`config.mk`:
```
export PLATFORM = sky130hd
export DESIGN_NAME = ee_slave
export DESIGN_NICKNAME = d
export VERILOG_FILES = /design/src/ee_pkg.sv /design/src/ee_slave.sv
export SDC_FILE = /design/constraint.sdc
export NUM_CORES = 2
export LEC_CHECK = 0
export BUFFER_PORTS_ARGS = -buffer_cell sky130_fd_sc_hd__clkbuf_2
export CAP_MARGIN = 20
export CORE_UTILIZATION = 60
export CTS_CLUSTER_DIAMETER = 50
export CTS_CLUSTER_SIZE = 24
export DETAILED_ROUTE_END_ITERATION = 6
export HOLD_SLACK_MARGIN = 0.02
export MAX_ROUTING_LAYER = met4
export PLACE_DENSITY = 0.76
export SETUP_SLACK_MARGIN = 0.02
export SLEW_MARGIN = 10
export SYNTH_ARGS = -nofsm -noshare
export SYNTH_HDL_FRONTEND = slang
export SYNTH_SLANG_ARGS = --single-unit
```
`constraint.sdc`:
```
create_clock -name clk_i -period 5.1 [get_ports clk_i]
set_input_delay 0 -clock clk_i [delete_from_list [all_inputs] [get_ports clk_i]]
set_output_delay 0 -clock clk_i [all_outputs]
set_load 0.005 [all_outputs]
```
`src/ee_pkg.sv`:
```
package ee_pkg;
  localparam int unsigned ADDR_W = 8;
  localparam int unsigned MEM_BYTES = 256;
  localparam int unsigned PAGE_W = 4;
  localparam int unsigned PAGE_BYTES = 16;
  localparam int unsigned BYTE_BITS = 8;
  localparam logic [3:0] DEV_ID = 4'ha;
  localparam logic [3:0] LAST_BIT = 4'h8;
  localparam logic [3:0] LAST_OFF = 4'hf;
  localparam int unsigned FIFO_DEPTH = 16;
  localparam int unsigned FIFO_W = PAGE_W + BYTE_BITS;
  localparam int unsigned CLK_MHZ = 250;
  localparam int unsigned WR_TIME_US = 5000;
  localparam int unsigned WR_CYCLES = WR_TIME_US * CLK_MHZ;
  typedef enum logic [2:0] {ST_IDLE, ST_RX, ST_RACK, ST_TX, ST_MACK, ST_WAIT} ee_bus_t;
  typedef enum logic [1:0] {K_SADDR, K_WADDR, K_DATA} ee_kind_t;
  typedef enum logic [1:0] {PG_IDLE, PG_LOAD, PG_WAIT, PG_DRAIN} ee_pg_t;
endpackage

```
`src/ee_slave.sv`:
```
`timescale 1ns/1ns
module ee_fifo #(
  parameter int unsigned W = 12,
  parameter int unsigned D = 16
) (
  input wire logic clk_i, // clock
  input wire logic rst_i, // sync reset
  input wire logic ce_i, // clock enable
  input wire logic in_valid_i, // write request
  output logic in_ready_o, // not full
  input wire logic [W-1:0] in_data_i, // write word
  output logic out_valid_o, // not empty
  input wire logic out_ready_i, // read accept
  output logic [W-1:0] out_data_o // head word
);
  localparam int unsigned AW = $clog2(D);
  logic [W-1:0] buf_reg [D];
  logic [W-1:0] buf_next [D];
  logic [AW-1:0] wp_reg, wp_next, rp_reg, rp_next;
  logic [AW:0] cnt_reg, cnt_next;
  logic wr, rd;

  assign in_ready_o = cnt_reg != D[AW:0];
  assign out_valid_o = cnt_reg != '0;
  assign out_data_o = buf_reg[rp_reg];

  always_comb begin
    buf_next = buf_reg;
    wr = in_valid_i && in_ready_o;
    rd = out_valid_o && out_ready_i;
    wp_next = wr ? AW'(wp_reg + 1'b1) : wp_reg;
    rp_next = rd ? AW'(rp_reg + 1'b1) : rp_reg;
    cnt_next = cnt_reg;
    if (wr) begin
      buf_next[wp_reg] = in_data_i;
    end
    if (wr && !rd) begin
      cnt_next = cnt_reg + 1'b1;
    end else if (rd && !wr) begin
      cnt_next = cnt_reg - 1'b1;
    end
  end

  always_ff @(posedge clk_i) begin
    if (rst_i) begin
      wp_reg <= '0;
      rp_reg <= '0;
      cnt_reg <= '0;
    end else if (ce_i) begin
      wp_reg <= wp_next;
      rp_reg <= rp_next;
      cnt_reg <= cnt_next;
      buf_reg <= buf_next;
    end
  end
endmodule

`timescale 1ns/1ns
module ee_slave import ee_pkg::*; #(
  parameter int unsigned WR_CYC = WR_CYCLES
) (
  input wire logic clk_i, // 250 MHz clock
  input wire logic rst_i, // sync reset, high
  input wire logic ce_i, // clock enable
  input wire logic scl_i, // bus clock pin
  input wire logic sda_i, // bus data pin level
  output logic sda_o, // data pin drive value
  output logic sda_oe_o, // data pin pull low
  input wire logic wp_i, // write protect
  input wire logic sup_rst_i, // supervisor reset, high
  output logic busy_o // programming in progress
);
  logic [2:0] scl_q, sda_q;
  logic [1:0] wp_q, sup_q;
  logic scl_s, sda_s, wp_s, sup_s, scl_rise, scl_fall, start_det, stop_det;
  ee_bus_t st_reg, st_next;
  ee_kind_t kind_reg, kind_next;
  ee_pg_t pg_reg, pg_next;
  logic [3:0] cnt_reg, cnt_next, idx_reg, idx_next, base_reg, base_next;
  logic [7:0] sh_reg, sh_next, tx_reg, tx_next, addr_reg, addr_next;
  logic [7:0] pbuf_reg [PAGE_BYTES];
  logic [7:0] pbuf_next [PAGE_BYTES];
  logic [7:0] mem_reg [MEM_BYTES];
  logic [7:0] mem_next [MEM_BYTES];
  logic [PAGE_BYTES-1:0] pval_reg, pval_next;
  logic [31:0] tmr_reg, tmr_next;
  logic oe_reg, oe_next, rd_reg, rd_next, ackd_reg, ackd_next, pend_reg, pend_next;
  logic busy_reg, ld, go, push, pop, f_in_rdy, f_out_vld, load_last;
  logic [FIFO_W-1:0] f_out;

  always_ff @(posedge clk_i) begin
    if (rst_i) begin
      scl_q <= 3'h7;
      sda_q <= 3'h7;
      wp_q <= 2'h0;
      sup_q <= 2'h0;
    end else if (ce_i) begin
      scl_q <= {scl_q[1:0], scl_i};
      sda_q <= {sda_q[1:0], sda_i};
      wp_q <= {wp_q[0], wp_i};
      sup_q <= {sup_q[0], sup_rst_i};
    end
  end

  assign scl_s = scl_q[1];
  assign sda_s = sda_q[1];
  assign wp_s = wp_q[1];
  assign sup_s = sup_q[1];
  assign scl_rise = scl_s && !scl_q[2];
  assign scl_fall = !scl_s && scl_q[2];
  assign start_det = scl_s && scl_q[2] && sda_q[2] && !sda_s;
  assign stop_det = scl_s && scl_q[2] && !sda_q[2] && sda_s;
  assign load_last = pg_reg == PG_LOAD && idx_reg == LAST_OFF && (f_in_rdy || !pval_reg[idx_reg]);

  always_comb begin
    st_next = st_reg;
    kind_next = kind_reg;
    cnt_next = cnt_reg;
    sh_next = sh_reg;
    tx_next = tx_reg;
    addr_next = addr_reg;
    oe_next = oe_reg;
    rd_next = rd_reg;
    ackd_next = ackd_reg;
    pend_next = pend_reg;
    pbuf_next = pbuf_reg;
    pval_next = load_last ? '0 : pval_reg;
    ld = 1'b0;
    go = 1'b0;
    if (sup_s) begin
      st_next = ST_IDLE;
      oe_next = 1'b0;
      pend_next = 1'b0;
    end else if (stop_det) begin
      go = pend_reg;
      pend_next = 1'b0;
      st_next = ST_IDLE;
      oe_next = 1'b0;
    end else if (start_det) begin
      st_next = ST_RX;
      kind_next = K_SADDR;
      cnt_next = 4'h0;
      oe_next = 1'b0;
    end else begin
      case (st_reg)
        ST_RX: begin
          if (scl_rise) begin
            sh_next = {sh_reg[6:0], sda_s};
            cnt_next = cnt_reg + 4'h1;
          end else if (scl_fall && cnt_reg == LAST_BIT) begin
            st_next = ST_RACK;
            oe_next = 1'b1;
            case (kind_reg)
              K_SADDR: begin
                if (sh_reg[7:4] == DEV_ID && !busy_reg) begin
                  rd_next = sh_reg[0];
                  kind_next = K_WADDR;
                end else begin
                  st_next = ST_WAIT;
                  oe_next = 1'b0;
                end
              end
              K_WADDR: begin
                addr_next = sh_reg;
                kind_next = K_DATA;
              end
              default: begin
                if (wp_s) begin
                  st_next = ST_WAIT;
                  oe_next = 1'b0;
                  pend_next = 1'b0;
                end else begin
                  pbuf_next[addr_reg[3:0]] = sh_reg;
                  pval_next[addr_reg[3:0]] = 1'b1;
                  pend_next = 1'b1;
                  addr_next = {addr_reg[7:4], addr_reg[3:0] + 4'h1};
                end
              end
            endcase
          end
        end
        ST_RACK: begin
          if (scl_fall) begin
            if (rd_reg) begin
              ld = 1'b1;
            end else begin
              st_next = ST_RX;
              cnt_next = 4'h0;
              oe_next = 1'b0;
            end
          end
        end
        ST_TX: begin
          if (scl_fall) begin
            if (cnt_reg == LAST_BIT) begin
              st_next = ST_MACK;
              oe_next = 1'b0;
            end else begin
              oe_next = !tx_reg[7];
              tx_next = {tx_reg[6:0], 1'b0};
              cnt_next = cnt_reg + 4'h1;
            end
          end
        end
        ST_MACK: begin
          if (scl_rise) begin
            ackd_next = !sda_s;
          end else if (scl_fall) begin
            if (ackd_reg) begin
              ld = 1'b1;
            end else begin
              st_next = ST_WAIT;
            end
          end
        end
        default: begin
        end
      endcase
    end
    if (ld) begin
      st_next = ST_TX;
      oe_next = !mem_reg[addr_reg][7];
      tx_next = {mem_reg[addr_reg][6:0], 1'b0};
      cnt_next = 4'h1;
      addr_next = addr_reg + 8'h01;
    end
  end

  always_comb begin
    pg_next = pg_reg;
    idx_next = idx_reg;
    base_next = base_reg;
    tmr_next = tmr_reg;
    mem_next = mem_reg;
    push = 1'b0;
    pop = 1'b0;
    case (pg_reg)
      PG_IDLE: begin
        if (go) begin
          pg_next = PG_LOAD;
          idx_next = 4'h0;
          base_next = addr_reg[7:4];
        end
      end
      PG_LOAD: begin
        push = pval_reg[idx_reg];
        if (f_in_rdy || !pval_reg[idx_reg]) begin
          idx_next = idx_reg + 4'h1;
          if (idx_reg == LAST_OFF) begin
            pg_next = PG_WAIT;
            tmr_next = 32'h0;
          end
        end
      end
      PG_WAIT: begin
        tmr_next = tmr_reg + 32'h1;
        if (tmr_reg == WR_CYC - 1) begin
          pg_next = PG_DRAIN;
        end
      end
      default: begin
        pop = f_out_vld;
        if (f_out_vld) begin
          mem_next[{base_reg, f_out[11:8]}] = f_out[7:0];
        end else begin
          pg_next = PG_IDLE;
        end
      end
    endcase
  end

  ee_fifo #(.W(FIFO_W), .D(FIFO_DEPTH)) u_fifo (
    .clk_i(clk_i),
    .rst_i(rst_i),
    .ce_i(ce_i),
    .in_valid_i(push),
    .in_ready_o(f_in_rdy),
    .in_data_i({idx_reg, pbuf_reg[idx_reg]}),
    .out_valid_o(f_out_vld),
    .out_ready_i(pop),
    .out_data_o(f_out)
  );

  always_ff @(posedge clk_i) begin
    if (rst_i) begin
      st_reg <= ST_IDLE;
      kind_reg <= K_SADDR;
      cnt_reg <= 4'h0;
      sh_reg <= 8'h00;
      tx_reg <= 8'h00;
      addr_reg <= 8'h00;
      oe_reg <= 1'b0;
      rd_reg <= 1'b0;
      ackd_reg <= 1'b0;
      pend_reg <= 1'b0;
      pval_reg <= '0;
      pg_reg <= PG_IDLE;
      idx_reg <= 4'h0;
      base_reg <= 4'h0;
      tmr_reg <= 32'h0;
      busy_reg <= 1'b0;
    end else if (ce_i) begin
      st_reg <= st_next;
      kind_reg <= kind_next;
      cnt_reg <= cnt_next;
      sh_reg <= sh_next;
      tx_reg <= tx_next;
      addr_reg <= addr_next;
      oe_reg <= oe_next;
      rd_reg <= rd_next;
      ackd_reg <= ackd_next;
      pend_reg <= pend_next;
      pval_reg <= pval_next;
      pbuf_reg <= pbuf_next;
      pg_reg <= pg_next;
      idx_reg <= idx_next;
      base_reg <= base_next;
      tmr_reg <= tmr_next;
      busy_reg <= pg_next != PG_IDLE;
    end
  end

  // array is non-volatile, so reset leaves it alone
  always_ff @(posedge clk_i) begin
    if (ce_i) begin
      mem_reg <= mem_next;
    end
  end

  assign sda_o = 1'b0;
  assign sda_oe_o = oe_reg;
  assign busy_o = busy_reg;
endmodule

```
# After elaboration in Yosys (flattened, before gate mapping)
# Index checks and enable logic that the tools add are counted.
word_totals:
  reg_bits: 2487
  input_bits: 7
  output_inout_bits: 3
  elab_cells: 589
op_classes:
  add_sub_neg: 9
  n_lt_le_gt_ge: 12
  eq_ne: 41
  n_mux: 128
  n_bitwise: 15
  reduce_logical: 72
op_table:
  columns: ["op", "n"]
  rows:
  - ["$bwmux W2048", 1]
  - ["$bwmux W192", 1]
  - ["$mux W8", 20]
  - ["$mux W16", 9]
  - ["$bwmux W128", 1]
  - ["$bmux W8 S8", 1]
  - ["$demux W8 S8", 1]
  - ["$mux W32", 2]
  - ["$pmux W32 S2", 1]
  - ["$ne A6 B6 Y1 const B", 9]
  - ["$bmux W12 S4", 1]
  - ["$demux W12 S4", 1]
  - ["$mux W4", 12]
  - ["$mux W3", 15]
  - ["$mux W12", 3]
  - ["$reduce_and A9 Y1", 4]
  - ["$mux W1", 33]
  - ["$add A32 B1 Y32 const B", 1]
  - ["$bmux W8 S4", 1]
  - ["$demux W8 S4", 1]
  - ["$eq A32 B21 Y1 const B", 1]
  - ["$reduce_bool A2 Y1", 11]
  - ["$add A4 B1 Y4 const B", 5]
  - ["$ge A5 B5 Y1 const B", 4]
  - ["other kinds (56)", 138]

# Longest topological paths before layout
depth:
  ltp_word: 15
  ltp_mapped: 15
  mapped_depth_nobuf: 14

# Hierarchy
# Synthesis repeated with hierarchy kept, for this count alone.
unflattened:
  cells_unflattened: 4927
  area_unflattened_um2: 98022.8
by_module_without_submodules:
  columns: ["mod", "instances", "cells_per_inst", "area_per_inst_um2", "seq_area_each_um2"]
  rows:
  - ["ee_slave", 1, 4516, 89893.7, 67444.7]
  - ["ee_fifo", 1, 411, 8129.0, 6025.8]

# Worst setup path after synthesis
# OpenSTA, ideal clock, no wires.
synth_timing:
  kind: "register -> register"
  startpoint: "reg u_fifo.rp_reg[0]"
  endpoint: "reg mem_reg[0] in the netlist's numbering, data pin"
  setup_ns: 0.552
  arrival_ns: 3.453
  required_ns: 4.548
  path_slack_ns: 1.096
  path_stages_with_launch: 6
  n_path_buf: 3
  period_less_slack_ns: 4.004
  cell_sequence: "dfxtp_1 > buf_2 > buf_4 > buf_1 > mux4_2 > mux4_2"
synth_via:
  word_cells_on_any_way: 11
  cone_classes: "2 x order compare; 6 x mux; 2 x bitwise; 1 x reduce/logical"
synth_lines:
  columns: ["item", "line", "source"]
  rows:
  - ["start: declaration", "ee_slave.sv:19", "logic [AW-1:0] wp_reg, wp_next, rp_reg, rp_next;"]
  - ["start signal: assignment", "ee_slave.sv:51", "rp_reg <= rp_next;"]
  - ["$not A4 Y5 (implied by the code)", "ee_slave.sv:25", "assign out_data_o = buf_reg[rp_reg];"]
  - ["$bmux W12 S4", "ee_slave.sv:25", null]
  - ["$mux W12 (implied by the code) (2 in series)", "ee_slave.sv:25", null]
  - ["via f_out[0]", "ee_slave.sv:89", "logic [FIFO_W-1:0] f_out;"]
  - ["$bwmux W2048", "ee_slave.sv:264", "mem_next[{base_reg, f_out[11:8]}] = f_out[7:0];"]
  - ["end signal: assignment", "ee_slave.sv:326", "mem_reg <= mem_next;"]
  - ["end: declaration", "ee_slave.sv:83", "logic [7:0] mem_reg [MEM_BYTES];"]
# The timed path passes the listed nets, and every way through them passes these cells. The select of a mux whose other input is x is not followed.
# A chain may end at the register's enable or synchronous reset.

==> flow_summary.ini <==
[status]
status = finished, final reports clean

[worst_setup_path]
worstSetupStartpointType = register
reg2regPathDepth = 5
critPathMaxStageDelay_ps = 850
worstSetupPathType = register to register
endpoint_kind = register
critPathMaxFanout = 27
crit_slowest_cell = nor2_1
crit_path_cell_trace = mux4_2 > mux4_2 > nor2_4 > nand2_2 > nor2_1
cpMostUsedCell = mux4_2
crit_arrival_ps = 4520
crit_required_ps = 5590

[sta]
period_share_pct = 79.1
fmax_ghz = 0.248
finalMaxSlewViolations = 0
finalCriticalPeriod_ps = 4030
clock_skew_ps = 50.6
setup-tns-final_ps = 0
hold_ws_ps = 106
setup_violations = 0
rsz0062_at_grt = false
slew-limit-headroom_pct = 17.5
finalHoldViolCount = 0
tightestPinTransition_ps = 1220

[detailed_routing]
drc_errors = 0
wire_per_inst_um = 34.6
routed_via_density = 7.01
antenna_left = 0
drt_iter0_drc = 8310
wl_um = 254000
dr.pass1.iters = 6
num_vias = 51400

[final_layout]
n_fill_cell = 10100
area_delta_synth_final_pct = 9.65
final_nets = 5035
largest_reg_flops = 2048
drive_above_1_share_pct = 22.3

[yosys]
synth_edf_count = 2368
synth.cell_area_um2 = 97700
ys_warn_count = 0
yosysMostFrequentCell = edfxtp_1
synth.yosys.seq_area_share_pct = 75.2
synth_nets = 4929
synthTopCellsByArea = edfxtp_1 73%, mux4_2 13%, dfxtp_1 2.4%, mux2i_1 2.1%, nor2_1 1.7%
synth_top_area_share_pct = 72.8
synth_cell_types = 84
synth-main-ff-cell = edfxtp_1
avgSynthCellArea_um2 = 19.9
synth_top_cells_by_count = 2368 x edfxtp_1, 581 x mux4_2, 446 x nor2_1
yosys.area.top_type = edfxtp_1
syn_inst = 4904
synth-async-reset-ratio_pct = 0
ys_seq_elements = 2486

[clocking]
clk_pin_slew_ps = 90
post-cts-setup-buffers = 0
cts_made_buffers = 173
clk_latency_ps = 870
root_buffer = clkbuf_16
cts_sinks = 2486
htree_levels = 4
cts_buffer_depth = 3
cts_tree = yes

[die]
initial_core_util_pct = 60.6
die_h_um = 405
die_area_um2 = 164000
die_x_um = 405
core_um2 = 161000
rows = 147
io_pins = 10

[placement]
routabilityCongestion = 0.981
detailed_place_hpwl_um = 154000
io_buffers = 8

[power]
p_switching_w = 0.00797
switching_share_pct = 21.5
pwr-share-comb_pct = 0.3
clkPwrFrac_pct = 40.3
ir_drop_mv = 0.337
pwr_density_cell_nw_per_um2 = 346
intPower_w = 0.0290
power.leakage_nw = 33.2
power.share.sequential_pct = 59.4

[worst_hold_path]
whs_path_depth = 3
hp-class = input pin to register

[grt]
grt_antenna_before_repair = 9
overflow = 0
grt_pass1_wl_um = 360000
grt_pass1_vias = 49700
grt_max_degree = 146
grt_usage_pct = 32.2

[run]
drv_cap = 0
==> power groups by stage <==
stage / combinational, W / clock (W) / sequential, W
floorplan: 0.0000684 / 0 / 0.0224
global placement: 0.0000900 / 0 / 0.0224
detailed placement: 0.0000918 / 0 / 0.0224
CTS: 0.000105 / 0.0150 / 0.0220
global route: 0.000116 / 0.0157 / 0.0220
finish: 0.000108 / 0.0149 / 0.0220
==> stage by stage <==
step	util, %	instance area [um^2]	worst slack, ps	instances	total power (W)
final	66.5	107000	1070	7327	0.0370
after detailed placement	62.5	101000	1100	6976	0.0225
after floorplan	-	97700	1100	4904	0.0225
after global placement	62.5	101000	1200	6975	0.0225
after CTS	66.5	107000	1050	7316	0.0371
after global routing	66.5	107000	989	7322	0.0378
==> logic make-up after synthesis <==
logic type / count (synthesis) / share of synthesized area (%)
compound gates: 435 / 3.12
xor+xnor: 43 / 0.386
fa+ha+maj: 18 / 0.238
buf+inv: 301 / 1.64
flops: 2486 / 75.2
mux: 798 / 15.6
other cells: 1 / 0.00384
simple gates: 822 / 3.75
==> final timing paths <==
| kind | start | endpoint | slack [ps] |
|---|---|---|---|
| max | u_fifo.rp_reg[0] | mem_reg[1146] | 1070 |
| min | rst_i | st_reg[1] | 110 |
| max reg2reg | u_fifo.rp_reg[0] | mem_reg[1146] | 1070 |
| min reg2reg | pend_reg | pend_reg | 480 |
==> repair_timing <==
action / in CTS / in global routing
hold endpoints to repair: 76 / 0
hold buffers: 19 / 0
resized for setup: 0 / 0
==> area by class of cell <==
class | count | area [um^2] | share of cell area, %
clock inverter | 137 | 1730 | 1.62
inverter | 25 | 98.8 | 0.0923
timing repair buffer | 207 | 1980 | 1.85
antenna | 11 | 27.5 | 0.0257
tap | 2160 | 2700 | 2.52
multi-input combinational | 2117 | 22700 | 21.2
sequential | 2486 | 73500 | 68.6
clock buffer | 184 | 4400 | 4.11
==> layer usage <==
layer / global-route usage, % / wire length [um] / vias up
met1: 44.1 / 91300 / 26400
met3: 8.09 / 34100 / 683
met5: - / 0 / -
met4: 12.5 / 11400 / 0
met2: 47.1 / 117000 / 3936
li1: - / - / 20300
==> cells in the final DEF (no fill, tap or decap), types with 14 or more instances in the layout <==
cell type      count
inv_6             28
o221ai_1          27
xnor2_1           17
nand4_1           19
clkinv_4          15
o22ai_1           28
o21ai_1           14
mux2_2            15
clkinv_8          22
buf_12            31
inv_1             19
nand2_2           16
nand2_1          157
dlygate4sd3_1     19
o211ai_1          18
inv_8             23
dfxtp_1          108
clkbuf_16        174
a221oi_1          20
mux4_2           573
o21ai_0           54
xor2_1            26
a22oi_1           71
edfxtp_1        2368
nor3_1            18
mux2i_1          202
buf_4            149
a21oi_1           76
nand3_1           53
a211oi_1          25
ha_1              17
nor2_1           439
==> critical path, delay by kind of cell, from the launching register on <==
kind             cells  cell delay (ps)
flip-flops           1              690
multiplexers         2             1200
AND/OR/NAND/NOR      3             1730
Note: power is estimated with default switching activity, not from simulation.
